### config.mk
export PLATFORM = sky130hd
export DESIGN_NAME = crch_ctrl
export DESIGN_NICKNAME = d
export VERILOG_FILES = /design/src/hdl/crch_pkg.sv /design/src/hdl/crch_ctrl.sv /design/src/hdl/crch_sfr_port.sv /design/src/hdl/crch_sync.sv
export SDC_FILE = /design/constraint.sdc
export NUM_CORES = 1
export LEC_CHECK = 0
export ABC_CLOCK_PERIOD_IN_PS = 2800
export BUFFER_PORTS_ARGS = -buffer_cell sky130_fd_sc_hd__buf_2
export CORE_MARGIN = 3
export CORE_UTILIZATION = 45
export DETAILED_ROUTE_END_ITERATION = 8
export GPL_TIMING_DRIVEN = 1
export PLACE_DENSITY = 0.67
export SYNTH_ARGS = -nofsm -noshare
export SYNTH_HDL_FRONTEND = slang
export SYNTH_SLANG_ARGS = --single-unit
### constraint.sdc
create_clock -name clk_i -period 2.8 [get_ports clk_i]
set_input_delay 0.14 -clock clk_i [delete_from_list [all_inputs] [get_ports clk_i]]
set_output_delay 0.14 -clock clk_i [all_outputs]
set_load 0.02 [all_outputs]
### src/hdl/crch_pkg.sv
// Package: register maps, field positions, states and timing for the CRC host controller
package crch_pkg;

  // Device register addresses on its byte port
  localparam logic [7:0] DEV_BYTE_INPUT = 8'hb9;
  localparam logic [7:0] DEV_RESULT_LO  = 8'hba;
  localparam logic [7:0] DEV_RESULT_HI  = 8'hbb;
  localparam logic [7:0] DEV_POLY_LO    = 8'hbc;
  localparam logic [7:0] DEV_POLY_HI    = 8'hbd;
  localparam logic [7:0] DEV_CONTROL    = 8'hbe;

  // Device control bit positions
  localparam int CTL_PRESET_POL = 0;
  localparam int CTL_COMPLEMENT = 1;
  localparam int CTL_MIRROR     = 2;
  localparam int CTL_AUTO_XFER  = 3;
  localparam int CTL_REINIT     = 7;
  localparam logic [7:0] CTL_ALL_CLEAR = 8'h00;

  // Host register byte offsets on the Avalon side
  localparam logic [4:0] HR_CONFIG = 5'h00;
  localparam logic [4:0] HR_CMD    = 5'h04;
  localparam logic [4:0] HR_POLY   = 5'h08;
  localparam logic [4:0] HR_DATA   = 5'h0c;
  localparam logic [4:0] HR_STATUS = 5'h10;
  localparam logic [4:0] HR_RESULT = 5'h14;

  // Config fields
  localparam int CFG_SEED_ONES  = 0;
  localparam int CFG_COMPLEMENT = 1;
  localparam int CFG_MIRROR     = 2;
  localparam int CFG_DMA        = 3;
  localparam int CFG_LSB_FIRST  = 4;
  localparam int CFG_W          = 5;
  localparam logic [CFG_W-1:0] CFG_RESET  = 5'h00;
  localparam logic [15:0]      POLY_RESET = 16'h0000;

  // Command fields
  localparam int CMD_START  = 0;
  localparam int CMD_FINISH = 1;

  // Status fields
  localparam int ST_BIT_DONE     = 0;
  localparam int ST_BIT_ACTIVE   = 1;
  localparam int ST_BIT_READY    = 2;
  localparam int ST_BIT_DMA_WAIT = 3;

  // Cycles from a read strobe until read data is valid behind the synchroniser
  localparam int SFR_RD_WAIT = 3;

  typedef enum logic [3:0] {
    S_IDLE     = 4'h0,
    S_SEED_SET = 4'h1,
    S_REINIT   = 4'h2,
    S_SEED_CLR = 4'h3,
    S_POLY_LO  = 4'h4,
    S_POLY_HI  = 4'h5,
    S_READY    = 4'h6,
    S_BYTE_WR  = 4'h7,
    S_DMA_GO   = 4'h8,
    S_DMA_WAIT = 4'h9,
    S_FIN_CTL  = 4'ha,
    S_RD_LO    = 4'hb,
    S_RD_HI    = 4'hc,
    S_CLR_CTL  = 4'hd
  } crch_state_t;

endpackage

### src/hdl/crch_ctrl.sv
// Host controller that drives the CRC engine through its byte register port
`timescale 1ns/1ps
`default_nettype none
module crch_ctrl
  import crch_pkg::*;
(
  input  wire logic        clk_i,
  input  wire logic        arst_n_i,
  // Avalon-MM slave
  input  wire logic [4:0]  avs_address_i,
  input  wire logic        avs_read_i,
  input  wire logic        avs_write_i,
  input  wire logic [31:0] avs_writedata_i,
  output var  logic [31:0] avs_readdata_o,
  output var  logic        avs_waitrequest_o,
  // Device byte register port
  output var  logic [7:0]  sfr_addr_o,
  output var  logic [7:0]  sfr_wdata_o,
  output var  logic        sfr_we_o,
  output var  logic        sfr_re_o,
  input  wire logic [7:0]  sfr_rdata_i,
  // Completion of the external DMA channel
  input  wire logic        dma_done_i
);

  ////////////////////////////////////////////////////////////////////////////
  // Synchronised inputs

  logic [7:0] rdata_s;
  logic       dma_done_s;

  crch_sync #(.W(9)) u_sync (
    .clk_i    (clk_i),
    .arst_n_i (arst_n_i),
    .d_i      ({dma_done_i, sfr_rdata_i}),
    .q_o      ({dma_done_s, rdata_s})
  );

  ////////////////////////////////////////////////////////////////////////////
  // Host registers

  crch_state_t      state_r;
  crch_state_t      state_nxt;
  logic [CFG_W-1:0] cfg_r;
  logic [15:0]      poly_r;
  logic [15:0]      result_r;
  logic [7:0]       data_r;
  logic             done_r;
  logic             wait_r;
  logic [31:0]      rdata_r;
  logic             op_pend_r;

  wire sel_cfg    = (avs_address_i == HR_CONFIG);
  wire sel_cmd    = (avs_address_i == HR_CMD);
  wire sel_poly   = (avs_address_i == HR_POLY);
  wire sel_data   = (avs_address_i == HR_DATA);
  wire sel_status = (avs_address_i == HR_STATUS);
  wire sel_result = (avs_address_i == HR_RESULT);

  wire in_idle   = (state_r == S_IDLE);
  wire in_ready  = (state_r == S_READY);
  // Commands and data stall the bus until the sequencer can take them
  wire acc_ok    = (sel_cmd || sel_data) ? (in_idle || in_ready) : 1'b1;
  wire bus_req   = avs_read_i || avs_write_i;
  wire wr_acc    = avs_write_i && !wait_r;
  wire start_cmd = wr_acc && sel_cmd && avs_writedata_i[CMD_START] && in_idle;
  wire fin_cmd   = wr_acc && sel_cmd && avs_writedata_i[CMD_FINISH] && in_ready;
  wire data_take = wr_acc && sel_data && in_ready;

  wire [3:0] status_w;
  assign status_w[ST_BIT_DONE]     = done_r;
  assign status_w[ST_BIT_ACTIVE]   = !in_idle;
  assign status_w[ST_BIT_READY]    = in_ready;
  assign status_w[ST_BIT_DMA_WAIT] = (state_r == S_DMA_WAIT);

  logic [31:0] rd_mux;
  always_comb begin
    rd_mux = 32'h0000_0000;
    if (sel_cfg) begin
      rd_mux = {27'h000_0000, cfg_r};
    end else if (sel_poly) begin
      rd_mux = {16'h0000, poly_r};
    end else if (sel_status) begin
      rd_mux = {28'h000_0000, status_w};
    end else if (sel_result) begin
      rd_mux = {16'h0000, result_r};
    end
  end

  // Every access is answered one cycle after acc_ok lets it through: waitrequest idles high
  always_ff @(posedge clk_i or negedge arst_n_i) begin
    if (!arst_n_i) begin
      wait_r  <= 1'b1;
      rdata_r <= 32'h0000_0000;
    end else if (!wait_r) begin
      wait_r <= 1'b1;
    end else if (bus_req && acc_ok) begin
      wait_r  <= 1'b0;
      rdata_r <= rd_mux;
    end
  end

  always_ff @(posedge clk_i or negedge arst_n_i) begin
    if (!arst_n_i) begin
      cfg_r  <= CFG_RESET;
      poly_r <= POLY_RESET;
    end else if (wr_acc && sel_cfg) begin
      cfg_r <= avs_writedata_i[CFG_W-1:0];
    end else if (wr_acc && sel_poly) begin
      poly_r <= avs_writedata_i[15:0];
    end
  end

  assign avs_readdata_o    = rdata_r;
  assign avs_waitrequest_o = wait_r;

  ////////////////////////////////////////////////////////////////////////////
  // Device access sequencing

  logic [7:0] byte_rev;
  always_comb begin
    byte_rev = 8'h00;
    for (int i = 0; i < 8; i++) begin
      byte_rev[i] = data_r[7-i];
    end
  end

  // Polynomial always goes out MSB first; only data bytes are reversed
  wire [7:0] data_out = cfg_r[CFG_LSB_FIRST] ? byte_rev : data_r;

  wire op_read  = (state_r == S_RD_LO) || (state_r == S_RD_HI);
  wire op_state = !(in_idle || in_ready || (state_r == S_DMA_WAIT));
  wire op_start = op_state && !op_pend_r;
  logic op_done;

  logic [7:0] ctl_seed;
  logic [7:0] ctl_final;
  always_comb begin
    ctl_seed = CTL_ALL_CLEAR;
    ctl_seed[CTL_PRESET_POL] = cfg_r[CFG_SEED_ONES];
    ctl_final = CTL_ALL_CLEAR;
    ctl_final[CTL_COMPLEMENT] = cfg_r[CFG_COMPLEMENT];
    ctl_final[CTL_MIRROR]     = cfg_r[CFG_MIRROR];
  end

  logic [7:0] op_addr;
  logic [7:0] op_wdata;
  always_comb begin
    op_addr  = DEV_CONTROL;
    op_wdata = CTL_ALL_CLEAR;
    case (state_r)
      S_SEED_SET: begin
        op_wdata = ctl_seed;
      end
      S_REINIT: begin
        op_wdata = ctl_seed;
        op_wdata[CTL_REINIT] = 1'b1;
      end
      S_SEED_CLR: begin
        op_wdata = CTL_ALL_CLEAR;
      end
      S_POLY_LO: begin
        op_addr  = DEV_POLY_LO;
        op_wdata = {poly_r[7:1], 1'b1};
      end
      S_POLY_HI: begin
        op_addr  = DEV_POLY_HI;
        op_wdata = poly_r[15:8];
      end
      S_BYTE_WR: begin
        op_addr  = DEV_BYTE_INPUT;
        op_wdata = data_out;
      end
      S_DMA_GO: begin
        // Auto mode is raised as soon as the polynomial high byte is written; nothing waits on software or the channel
        op_wdata[CTL_AUTO_XFER] = 1'b1;
      end
      S_FIN_CTL: begin
        // Auto transfer bit drops here together with the final adjustments
        op_wdata = ctl_final;
      end
      S_RD_LO: begin
        op_addr = DEV_RESULT_LO;
      end
      S_RD_HI: begin
        op_addr = DEV_RESULT_HI;
      end
      S_CLR_CTL: begin
        op_wdata = CTL_ALL_CLEAR;
      end
      default: begin
        op_addr  = DEV_CONTROL;
        op_wdata = CTL_ALL_CLEAR;
      end
    endcase
  end

  crch_sfr_port u_port (
    .clk_i       (clk_i),
    .arst_n_i    (arst_n_i),
    .start_i     (op_start),
    .read_i      (op_read),
    .addr_i      (op_addr),
    .wdata_i     (op_wdata),
    .done_o      (op_done),
    .sfr_addr_o  (sfr_addr_o),
    .sfr_wdata_o (sfr_wdata_o),
    .sfr_we_o    (sfr_we_o),
    .sfr_re_o    (sfr_re_o)
  );

  always_comb begin
    state_nxt = state_r;
    case (state_r)
      S_IDLE: begin
        if (start_cmd) begin
          state_nxt = cfg_r[CFG_SEED_ONES] ? S_SEED_SET : S_REINIT;
        end
      end
      S_SEED_SET: state_nxt = op_done ? S_REINIT : S_SEED_SET;
      S_REINIT:   state_nxt = op_done ? S_SEED_CLR : S_REINIT;
      S_SEED_CLR: state_nxt = op_done ? S_POLY_LO : S_SEED_CLR;
      S_POLY_LO:  state_nxt = op_done ? S_POLY_HI : S_POLY_LO;
      S_POLY_HI: begin
        if (op_done) begin
          state_nxt = cfg_r[CFG_DMA] ? S_DMA_GO : S_READY;
        end
      end
      S_READY: begin
        if (data_take) begin
          state_nxt = S_BYTE_WR;
        end else if (fin_cmd) begin
          state_nxt = S_FIN_CTL;
        end
      end
      S_BYTE_WR: state_nxt = op_done ? S_READY : S_BYTE_WR;
      S_DMA_GO:  state_nxt = op_done ? S_DMA_WAIT : S_DMA_GO;
      S_DMA_WAIT: begin
        // Channel set up by software reports completion here
        if (dma_done_s) begin
          state_nxt = S_FIN_CTL;
        end
      end
      S_FIN_CTL: state_nxt = op_done ? S_RD_LO : S_FIN_CTL;
      S_RD_LO:   state_nxt = op_done ? S_RD_HI : S_RD_LO;
      S_RD_HI:   state_nxt = op_done ? S_CLR_CTL : S_RD_HI;
      S_CLR_CTL: state_nxt = op_done ? S_IDLE : S_CLR_CTL;
      default:   state_nxt = S_IDLE;
    endcase
  end

  always_ff @(posedge clk_i or negedge arst_n_i) begin
    if (!arst_n_i) begin
      state_r   <= S_IDLE;
      op_pend_r <= 1'b0;
    end else begin
      state_r   <= state_nxt;
      op_pend_r <= op_done ? 1'b0 : (op_pend_r || op_start);
    end
  end

  always_ff @(posedge clk_i or negedge arst_n_i) begin
    if (!arst_n_i) begin
      data_r   <= 8'h00;
      result_r <= 16'h0000;
      done_r   <= 1'b0;
    end else begin
      if (data_take) begin
        data_r <= avs_writedata_i[7:0];
      end
      if (op_done && state_r == S_RD_LO) begin
        result_r[7:0] <= rdata_s;
      end
      if (op_done && state_r == S_RD_HI) begin
        result_r[15:8] <= rdata_s;
      end
      if (op_done && state_r == S_CLR_CTL) begin
        done_r <= 1'b1;
      end else if (start_cmd) begin
        done_r <= 1'b0;
      end
    end
  end

  ////////////////////////////////////////////////////////////////////////////
  // Checks

  logic [7:0] ctl_shadow_r;
  logic       poly_ok_r;
  logic       dma_pend_r;
  wire ctl_wr  = sfr_we_o && (sfr_addr_o == DEV_CONTROL);
  wire byte_wr = sfr_we_o && (sfr_addr_o == DEV_BYTE_INPUT);
  // Bit order spelled out apart from the datapath reversal it checks
  wire [7:0] data_rev_chk = {data_r[0], data_r[1], data_r[2], data_r[3],
                             data_r[4], data_r[5], data_r[6], data_r[7]};

  always_ff @(posedge clk_i or negedge arst_n_i) begin
    if (!arst_n_i) begin
      ctl_shadow_r <= 8'h00;
      poly_ok_r    <= 1'b0;
      dma_pend_r   <= 1'b0;
    end else begin
      if (ctl_wr) begin
        ctl_shadow_r <= sfr_wdata_o;
      end
      if (ctl_wr && sfr_wdata_o[CTL_REINIT]) begin
        poly_ok_r <= 1'b0;
      end else if (sfr_we_o && sfr_addr_o == DEV_POLY_HI) begin
        poly_ok_r <= 1'b1;
      end
      if (ctl_wr && sfr_wdata_o[CTL_AUTO_XFER]) begin
        dma_pend_r <= 1'b1;
      end else if (dma_done_s) begin
        dma_pend_r <= 1'b0;
      end
    end
  end
endmodule
`default_nettype wire

### src/hdl/crch_sfr_port.sv
// Single-access sequencer for the device byte register port
`timescale 1ns/1ps
`default_nettype none
module crch_sfr_port
  import crch_pkg::*;
#(
  parameter int RD_WAIT = SFR_RD_WAIT
) (
  input  wire logic       clk_i,
  input  wire logic       arst_n_i,
  input  wire logic       start_i,
  input  wire logic       read_i,
  input  wire logic [7:0] addr_i,
  input  wire logic [7:0] wdata_i,
  output var  logic       done_o,
  output var  logic [7:0] sfr_addr_o,
  output var  logic [7:0] sfr_wdata_o,
  output var  logic       sfr_we_o,
  output var  logic       sfr_re_o
);
  logic [3:0] wait_r;
  logic       rd_pend_r;

  wire rd_last = rd_pend_r && (wait_r == 4'h1);

  // Strobes last one cycle, so each access moves exactly one byte
  always_ff @(posedge clk_i or negedge arst_n_i) begin
    if (!arst_n_i) begin
      sfr_addr_o  <= 8'h00;
      sfr_wdata_o <= 8'h00;
      sfr_we_o    <= 1'b0;
      sfr_re_o    <= 1'b0;
      done_o      <= 1'b0;
      wait_r      <= 4'h0;
      rd_pend_r   <= 1'b0;
    end else begin
      sfr_we_o <= start_i && !read_i;
      sfr_re_o <= start_i && read_i;
      done_o   <= (start_i && !read_i) || rd_last;
      if (start_i) begin
        sfr_addr_o  <= addr_i;
        sfr_wdata_o <= read_i ? 8'h00 : wdata_i;
        rd_pend_r   <= read_i;
        wait_r      <= 4'(RD_WAIT);
      end else if (rd_pend_r) begin
        wait_r    <= wait_r - 4'h1;
        rd_pend_r <= !rd_last;
      end
    end
  end
endmodule
`default_nettype wire

### src/hdl/crch_sync.sv
// Two-flop synchroniser for inputs arriving from outside the clock domain
`timescale 1ns/1ps
`default_nettype none
module crch_sync #(
  parameter int W = 1
) (
  input  wire logic         clk_i,
  input  wire logic         arst_n_i,
  input  wire logic [W-1:0] d_i,
  output var  logic [W-1:0] q_o
);
  logic [W-1:0] meta_r;

  always_ff @(posedge clk_i or negedge arst_n_i) begin
    if (!arst_n_i) begin
      meta_r <= '0;
      q_o    <= '0;
    end else begin
      meta_r <= d_i;
      q_o    <= meta_r;
    end
  end
endmodule
`default_nettype wire

# Word-level counts from Yosys, hierarchy flattened
# Cells that the tools add are included.
[classes] n_addsub=1 eq_ne=23 mux=38 n_bitwise=1 n_reduce_logical=39
[op_table] op="$mux W32" count=2
[op_table] op="$pmux W4 S14" count=1
[op_table] op="$mux W4" count=9
[op_table] op="$mux W16" count=2
[op_table] op="$pmux W3 S5" count=2
[op_table] op="$eq A4 B4 Y1 const B" count=6
[op_table] op="$logic_and A1 B1 Y1" count=18
[op_table] op="$eq A4 B3 Y1 const B" count=4
[op_table] op="$mux W8" count=2
[op_table] op="$pmux W4 S4" count=1
[op_table] op="$mux W1" count=14
[op_table] op="$eq A5 B4 Y1 const B" count=2
[op_table] op="$eq A5 B5 Y1 const B" count=2
[op_table] op="$eq A4 B1 Y1 const B" count=2
[op_table] op="$eq A4 B2 Y1 const B" count=2
[op_table] op="$logic_or A1 B1 Y1" count=7
[op_table] op="$logic_not A1 Y1" count=6
[op_table] op="$mux W3" count=2
[op_table] op="$ne A2 B1 Y1 const B" count=3
[op_table] op="$eq A5 B3 Y1 const B" count=1
[op_table] op="$logic_not A5 Y1" count=1
[op_table] op="$logic_not A4 Y1" count=1
[op_table] op="$mux W2" count=2
[op_table] op="$pmux W1 S4" count=1
[op_table] op="7 further kinds" count=9
[totals] reg_bits=126 inputBits=50 output_inout_bits=51 elab_cells=121

# Depth between registers and ports, before layout
# Gate-level depths: netlist (run 1).
[depth] depth_word=8 depth_mapped=7 ltp_nobuf=5

# Hierarchy
# A second synthesis (run 1) with hierarchy kept.
[hier_totals] cells_unflattened=437 area_unflattened_um2=5048.6
[by_module_without_submodules] module="crch_ctrl" n_inst=1 cells_each=353 area_per_inst_um2=3627.2 seq_area_each_um2=1702.9
[by_module_without_submodules] module="crch_sfr_port" n_inst=1 cells_each=66 area_per_inst_um2=970.9 seq_area_each_um2=600.6
[by_module_without_submodules] module="crch_sync" n_inst=1 cells_each=18 area_per_inst_um2=450.4 seq_area_each_um2=450.4

# Worst setup path after synthesis (run 1)
# OpenSTA, ideal clock, no wires.
[synth_path] kind="flip-flop to flip-flop" from="register state_r[0]" to="register data_r[0]" setup_ns=0.125 arrival_time_ns=1.686 required_ns=2.675 path_slack_ns=0.989 stages_incl_launch_ff=5 n_path_buf=1 synth_period_minus_slack_ns=1.811 path_cell_list="dfrtp_1 -> clkbuf_1 -> nand4bb_1 -> nor4_4 -> mux2_2"
[synth_via] elab_chain_cells=2
[synth_rtl] item="from (decl)" line_no="crch_ctrl.sv:42" source="crch_state_t state_r;"
[synth_rtl] item="from (signal assigned)" line_no="crch_ctrl.sv:257" source="state_r <= state_nxt;"
[synth_rtl] item="$eq A4 B3 Y1" line_no="crch_ctrl.sv:61" source="wire in_ready = (state_r == S_READY);"
[synth_rtl] item="$logic_and A1 B1 Y1" line_no="crch_ctrl.sv:68" source="wire data_take = wr_acc && sel_data && in_ready;"
[synth_rtl] item="to (signal assigned)" line_no="crch_ctrl.sv:269" source="data_r <= avs_writedata_i[7:0];"
[synth_rtl] item="to (decl)" line_no="crch_ctrl.sv:47" source="logic [7:0] data_r;"
# No other way between the ends.
# A chain may end at the register's enable or synchronous reset.

# Worst setup path after layout (run 1)
[layout_path] from="register state_r[2]" to="register rdata_r[3] (netlist: avs_readdata_o[3])"
[layout_via] elab_chain_cells=5 word_cells_on_any_way=10 cone_classes="eq/ne: 2; mux: 4; reduce/logical: 4"
[layout_rtl] item="$eq A4 B3 Y1 / $logic_not A4 Y1 (equally long branches)" line_no="crch_ctrl.sv:61, crch_ctrl.sv:60"
[layout_rtl] item="$logic_or A1 B1 Y1" line_no="crch_ctrl.sv:63" source="wire acc_ok = (sel_cmd || sel_data) ? (in_idle || in_ready) : 1'b1;"
[layout_rtl] item="$mux W1" line_no="crch_ctrl.sv:63"
[layout_rtl] item="$logic_and A1 B1 Y1" line_no="crch_ctrl.sv:97" source="end else if (bus_req && acc_ok) begin"
[layout_rtl] item="$reduce_and A2 Y1 (no source line)"
[layout_rtl] item="to (signal assigned)" line_no="crch_ctrl.sv:99" source="rdata_r <= rd_mux;"
[layout_rtl] item="to (decl)" line_no="crch_ctrl.sv:50" source="logic [31:0] rdata_r;"
# Several ways; a longest one is shown, not always the timed one.

==> results of run 1 <==
==> synth_stat cells (3+ instances only) <==
cell type,number,share of area [%]
sky130_fd_sc_hd__inv_1,8,0.60
sky130_fd_sc_hd__mux2i_1,12,2.4
sky130_fd_sc_hd__a222oi_1,3,0.60
sky130_fd_sc_hd__a31oi_1,5,0.62
sky130_fd_sc_hd__buf_4,20,3.0
sky130_fd_sc_hd__o32ai_1,3,0.52
sky130_fd_sc_hd__o21ai_0,46,4.6
sky130_fd_sc_hd__nand3b_1,3,0.45
sky130_fd_sc_hd__nor3_1,4,0.40
sky130_fd_sc_hd__o22ai_1,6,0.74
sky130_fd_sc_hd__o31ai_1,5,0.74
sky130_fd_sc_hd__nor3b_1,5,0.74
sky130_fd_sc_hd__or2_2,3,0.37
sky130_fd_sc_hd__nor2b_1,6,0.74
sky130_fd_sc_hd__a21boi_0,4,0.60
sky130_fd_sc_hd__nand2_1,18,1.3
sky130_fd_sc_hd__a21oi_1,9,0.89
sky130_fd_sc_hd__nand2b_1,10,1.2
sky130_fd_sc_hd__mux2_2,48,11
sky130_fd_sc_hd__dfrtp_1,105,52
sky130_fd_sc_hd__nor2_1,11,0.82
sky130_fd_sc_hd__o211ai_1,3,0.45
sky130_fd_sc_hd__a22o_1,5,0.87
sky130_fd_sc_hd__buf_2,5,0.50
sky130_fd_sc_hd__a22oi_1,14,2.1
sky130_fd_sc_hd__xnor2_1,3,0.52
sky130_fd_sc_hd__o41ai_1,3,0.52
sky130_fd_sc_hd__clkbuf_1,21,1.6
sky130_fd_sc_hd__and2_1,4,0.50
==> final cells by class <==
cell class | instances | area (um^2) | share of cell area, %
clock buffers | 10 | 128 | 2.19
clock inverters | 6 | 52.6 | 0.903
inverters | 8 | 30.0 | 0.516
multi-input cells | 295 | 2160 | 37.1
flip-flops and latches | 106 | 2650 | 45.6
well taps | 140 | 175 | 3.01
repair buffers | 96 | 623 | 10.7
==> worst max-delay path by stage <==
stage | startpoint | to | slack, ns | depth (start not counted)
after detailed placement | state_r[2] | avs_readdata_o[3] | 0.46 | 4
after global routing | state_r[2] | avs_readdata_o[1] | 0.23 | 4
after floorplan | state_r[0] | data_r[0] | 0.99 | 4
final | state_r[2] | avs_readdata_o[3] | 0.41 | 4
after global placement | state_r[2] | u_port.done_o | 0.53 | 4
after CTS | state_r[2] | u_port.done_o | 0.42 | 4
==> flip-flops by register name, summed over array words and instances (netlist names), 5 cells and up <==
signal              cells
poly_r                 16
cfg_r                   5
u_port.sfr_wdata_o      8
avs_readdata_o         16
data_r                  8
result_r               16
u_sync.q_o              9
u_sync.meta_r           9
==> power breakdown <==
group	internal, uW	switching [uW]	leakage [uW]	total, uW
clock network	333	548	0.0000817	881
logic	475	727	0.00122	1200
registers	1680	189	0.00138	1870
==> stage by stage <==
stage	std cells	setup WS, ns	instance area [um^2]	power [uW]	hold WS (ns)
finish	661	0.407	5820	3950	0.0225
global route	661	0.231	5820	4170	0.00918
CTS	661	0.417	5820	3960	0.00745
detailed placement	623	0.459	5420	3050	0.173
global placement	623	0.530	5420	3020	0.161
floorplan	458	0.989	5100	2730	-0.156
==> timing repair <==
| action | CTS | global route |
|---|---|---|
| hold buffers | 22 | 0 |
| endpoints found under the hold margin | 63 | 0 |
| setup buffers | 0 | 0 |
| setup endpoints to repair | 0 | 0 |
==> kinds of logic (layout without fill, tap and decap cells) <==
logic type,count (synthesis),count (layout),share of synthesized area [%]
adders and majority gates,2,2,0.496
DFF,106,106,52.6
muxes,60,60,13.1
and+or+nand+nor,82,82,9.72
other,1,17,0.0743
buffers and inverters,57,120,6.00
AOI/OAI and AO/OA,129,129,17.1
xor gates and xnor gates,5,5,0.868
==> layer usage <==
metal	GRT usage (%)	up-vias	share of wire (%)
li1	-	1748	-
met1	27.6	1906	47
met2	30.3	124	46
met3	4.08	16	5.2
met4	6.00	0	1.6
met5	0	-	0
==> worst max-delay path: cells and delay by family, from the launching register on <==
| family | cells | cell delay (ns) |
|---|---|---|
| AOI/OAI and AO/OA | 2 | 0.82 |
| DFF | 1 | 0.70 |
| and+or+nand+nor | 1 | 0.49 |
| xor gates and xnor gates | 1 | 0.27 |
==> impl_metrics.ini, run 1 <==
[die]
boundaryPins = 101
die_height_um = 112
die_area_mm2 = 0.0125
initial_util_pct = 46.3
core_mm2 = 0.0109
die_w_um = 112
num_rows = 38

[placed_design]
portBuffers = 67
dp_hpwl_mm = 8.33
place.gp.congestion = 0.832

[routing]
post_drt_via_cell_ratio = 5.74
detail_route.first_pass.iterations = 5
drcViolationCount = 0
via_count = 3794
remaining_number_of_nets_flagged_by_the_antenna_check_after_routing = 0
initialDrtViolationCount = 407
drt-wirelength-per-cell_um = 17.9
postRouteWirelength_mm = 11.9

[layout]
layout.cells.most_common = sky130_fd_sc_hd__dfrtp_1
nets = 568
antenna_cells_inserted = 0
mostFrequentLayoutCells = sky130_fd_sc_hd__dfrtp_1, sky130_fd_sc_hd__buf_2, sky130_fd_sc_hd__mux2_2
fillCellCount = 971
synthToLayoutAreaGrowth_pct = 15.3
layout.core_utilization_pct = 53.4
drive_above_1_share_pct = 28.6

[sta]
setup_repair_after_global_routing_missed_its_margin = no
timing.fmax_ghz = 0.418
totalNegativeSetupSlack_ns = 0
timing.final.max_slew_violations = 0
tightest_slew_ns = 1.01
clock_skew_ns = 0.0104
maxSlewHeadroom_pct = 32.6
min_period_over_period_pct = 85.5
setup_viol = 0
final.min_clock_period_ns = 2.39
final-hold-violation-count = 0

[worst_setup_path]
slowest_delay_ns = 0.70
worst_ep_required_time_ns = 3.07
worst_r2r_startpoint = state_r[2]
crit_path_top_delay_cell = sky130_fd_sc_hd__dfrtp_1
crit_path_max_fanout = 17
arrival_ns = 2.67
rrSetupSlack_ns = 0.41
crit_path_end_kind = flop
timing.critical_path.from_type = flop
cp_cell_sequence = xor2_1 > o31a_1 > or2_2 > o41ai_1
worstSetupPathType = flop to flop
r2r.worst_path.cells = 4
r2r_end = avs_readdata_o[3]

[synthesis]
ff_latch_count_synth = 106
post_synth_inst_count = 442
synth_area_mm2 = 0.00504
yosysUniqueCellTypes = 63
yosys_warnings = 0
ys.flop_type = sky130_fd_sc_hd__dfrtp_1
synth_edf_count = 0
sequential_area_share_after_synthesis_pct = 52.6
postSynth.asyncResetShare_pct = 100
synthesis.area_per_instance_um2 = 11.4

[global_route]
pin_count_of_the_biggest_net_entering_global_routing = 66
first_pass_grt_wire_length_mm = 19.4
grt_antenna_before_repair = 0
globalRoute.totalOverflow = 0
first_global_vias = 3758
groute.usage.overall_pct = 19.5

[clocking]
clk_latency_ns = 0.38
clock_tree.buffer_depth = 2
cts_tree = done
ctsHtreeMaxLevel = 3
cts_buffers = 9
reg_clk_slew_reported_paths_ns = 0.10
cts.repair.resized = 0
tritoncts_num_sinks = 106
cts_root_buffer = sky130_fd_sc_hd__clkbuf_8

[run_status]
status = finished, final reports clean

[pwr]
static_leakage_power_uw = 0.00269
power_density_mw_per_mm2 = 679
vdd.ir_drop.worst_v = 0.000313

[hold_path]
hold_end = poly_r[7]
min-delay-path-class = input pin to flop
whs_path_depth = 2
holdCritStartpoint = avs_writedata_i[7]

[run]
drv_cap = 0
No activity file was read; power rests on OpenSTA's default activity.
==> inputs of run 2 (changes only) <==
--- a/config.mk
+++ b/config.mk
@@ -7,9 +7,11 @@
 export LEC_CHECK = 0
-export ABC_CLOCK_PERIOD_IN_PS = 2800
+export ABC_CLOCK_PERIOD_IN_PS = 2400
 export BUFFER_PORTS_ARGS = -buffer_cell sky130_fd_sc_hd__buf_2
+export CELL_PAD_IN_SITES_DETAIL_PLACEMENT = 1
+export CELL_PAD_IN_SITES_GLOBAL_PLACEMENT = 1
 export CORE_MARGIN = 3
-export CORE_UTILIZATION = 45
+export CORE_UTILIZATION = 43
 export DETAILED_ROUTE_END_ITERATION = 8
 export GPL_TIMING_DRIVEN = 1
-export PLACE_DENSITY = 0.67
+export PLACE_DENSITY = 0.79
 export SYNTH_ARGS = -nofsm -noshare
==> constraint.sdc (replaced) <==
create_clock -name clk_i -period 2.4 [get_ports clk_i]
set_input_delay 0 -clock clk_i [delete_from_list [all_inputs] [get_ports clk_i]]
set_output_delay 0 -clock clk_i [all_outputs]
set_load 0.02 [all_outputs]
==> run 2 against run 1 <==
  * Total power rose by 30%
  * Critical path type unchanged
  * Clock power increased by 61%
  * Combinational power rose by 28%
  * Via count grew 2.8%
  * Sequential share of layout area fell by 1.7 points
  * Wire length up 17%
  * Register-to-register slack worse by 0.08 ns
  * Critical path depth rose by 1
  * Global-route usage grew 2.6 points
  * Clock-buffer cell count is 2 higher
  * Clock skew shrank 0.00063 ns
==> impl_metrics.ini, run 2 (same netlist as run 1, synthesis figures left out) <==
[run_status]
status = finished, final reports clean

[routing]
drt-wirelength-per-cell_um = 20.7
remaining_number_of_nets_flagged_by_the_antenna_check_after_routing = 0
postRouteWirelength_mm = 13.9
post_drt_via_cell_ratio = 5.81
via_count = 3902
drcViolationCount = 0
detail_route.first_pass.iterations = 6
initialDrtViolationCount = 337

[sta]
timing.fmax_ghz = 0.482
setup_repair_after_global_routing_missed_its_margin = no
min_period_over_period_pct = 86.4
clock_skew_ns = 0.00980
setup_viol = 0
maxSlewHeadroom_pct = 50.0
timing.final.max_slew_violations = 0
final.min_clock_period_ns = 2.07
totalNegativeSetupSlack_ns = 0
tightest_slew_ns = 0.749
final-hold-violation-count = 0
timing.final.ws_setup_ns = 0.327

[die]
core_mm2 = 0.0111
die_height_um = 114
die_w_um = 114
boundaryPins = 101
num_rows = 38
initial_util_pct = 45.3
die_area_mm2 = 0.0131

[clocking]
cts_tree = done
clk_latency_ns = 0.34
cts.repair.resized = 0
tritoncts_num_sinks = 106
reg_clk_slew_reported_paths_ns = 0.07
ctsHtreeMaxLevel = 3
cts_hold_buf = 27
clock_tree.buffer_depth = 2
cts_root_buffer = sky130_fd_sc_hd__clkbuf_16
cts_buffers = 9
post-cts-setup-buffer-count = 0

[global_route]
grt_use_met1_pct = 30.6
pin_count_of_the_biggest_net_entering_global_routing = 57
first_global_vias = 4029
groute.usage.overall_pct = 22.1
grt.met3_usage_pct = 3.17
grt_busiest_layer = met2
first_pass_grt_wire_length_mm = 22.3
globalRoute.totalOverflow = 0
global_route.usage.met2_pct = 36.2
grt_antenna_before_repair = 0

[placed_design]
detailedPlace.worstSlack_ns = 0.379
portBuffers = 67
dp_cells = 630
place.gp.congestion = 0.862
dp_hpwl_mm = 9.69
area_post_placement_mm2 = 0.00550

[worst_setup_path]
crit_path_top_delay_cell = sky130_fd_sc_hd__dfrtp_1
cp_cell_sequence = buf_4 > nand2b_1 > nor2_1 > a222oi_1 > o21ai_0
crit_end = u_port.sfr_wdata_o[2]
worstSetupPathType = flop to flop
timing.critical_path.from_type = flop
r2r_end = u_port.sfr_wdata_o[2]
worst_ep_required_time_ns = 2.60
arrival_ns = 2.28
worst_r2r_startpoint = state_r[3]
slowest_delay_ns = 0.64
crit_path_end_kind = flop
r2r.worst_path.cells = 5
critPathLaunch = state_r[3]
crit_path_max_fanout = 15
rrSetupSlack_ns = 0.33

[layout]
drive_above_1_share_pct = 29.1
mostFrequentLayoutCells = sky130_fd_sc_hd__dfrtp_1, sky130_fd_sc_hd__buf_2, sky130_fd_sc_hd__mux2_2
final-instance-count-excl-fill = 672
synthToLayoutAreaGrowth_pct = 19.8
layout.cells.most_common = sky130_fd_sc_hd__dfrtp_1
layout.core_utilization_pct = 54.3
final_area_mm2 = 0.00604
nets = 580
antenna_cells_inserted = 0

[run]
drv_cap = 0

[hold_path]
min-delay-path-class = input pin to flop

[pwr]
vdd.ir_drop.worst_v = 0.000470
static_leakage_power_uw = 0.00281
power_density_mw_per_mm2 = 851
run 2: worst max-delay path, delay by kind of cell, from the launching register on:
kind                   cells  cell delay (ns)
and+or+nand+nor            2             0.44
buffers and inverters      1             0.24
AOI/OAI and AO/OA          2             0.63
DFF                        1             0.64
run 2: cell type report:
type | instances | area, um^2
clock buffers | 12 | 256
clock inverters | 3 | 22.5
fillers | 1207 | 5080
inverters | 8 | 30.0
multi-input cells | 295 | 2160
flip-flops and latches | 106 | 2650
well taps | 140 | 175
repair buffers | 108 | 751
run 2: through the flow:
| step | power (uW) | hold slack [ns] |
|---|---|---|
| 4_1_cts | 5150 | 0.0158 |
| 6_report | 5140 | 0.0267 |
| 3_5_place_dp | 3700 | 0.0794 |
| 3_3_place_gp | 3640 | 0.0689 |
| 2_1_floorplan | 3180 | -0.296 |
| 5_1_grt | 5420 | 0.00509 |
run 2: where the power goes:
part / switching, uW / internal [uW] / total [uW]
combinational: 899 / 630 / 1530
sequential: 242 / 1960 / 2200
clock: 655 / 760 / 1420
run 2: how the worst min path moves through the flow:
stage               cells past startpoint           endpoint  slack (ns)                from
finish                                  2          data_r[3]        0.03  avs_writedata_i[3]
global route                            2           cfg_r[3]       0.005  avs_writedata_i[3]
CTS                                     2          data_r[3]        0.02  avs_writedata_i[3]
detailed placement                      1   u_sync.meta_r[1]        0.08            arst_n_i
global placement                        1   u_sync.meta_r[1]        0.07            arst_n_i
floorplan                               0  avs_readdata_o[0]       -0.30            arst_n_i
run 2: per-layer routing:
metal,part of all wire (%),vias up
met4,2.4,0
met2,48,135
li1,-,1760
met1,45,1980
met5,0,-
met3,4.9,27
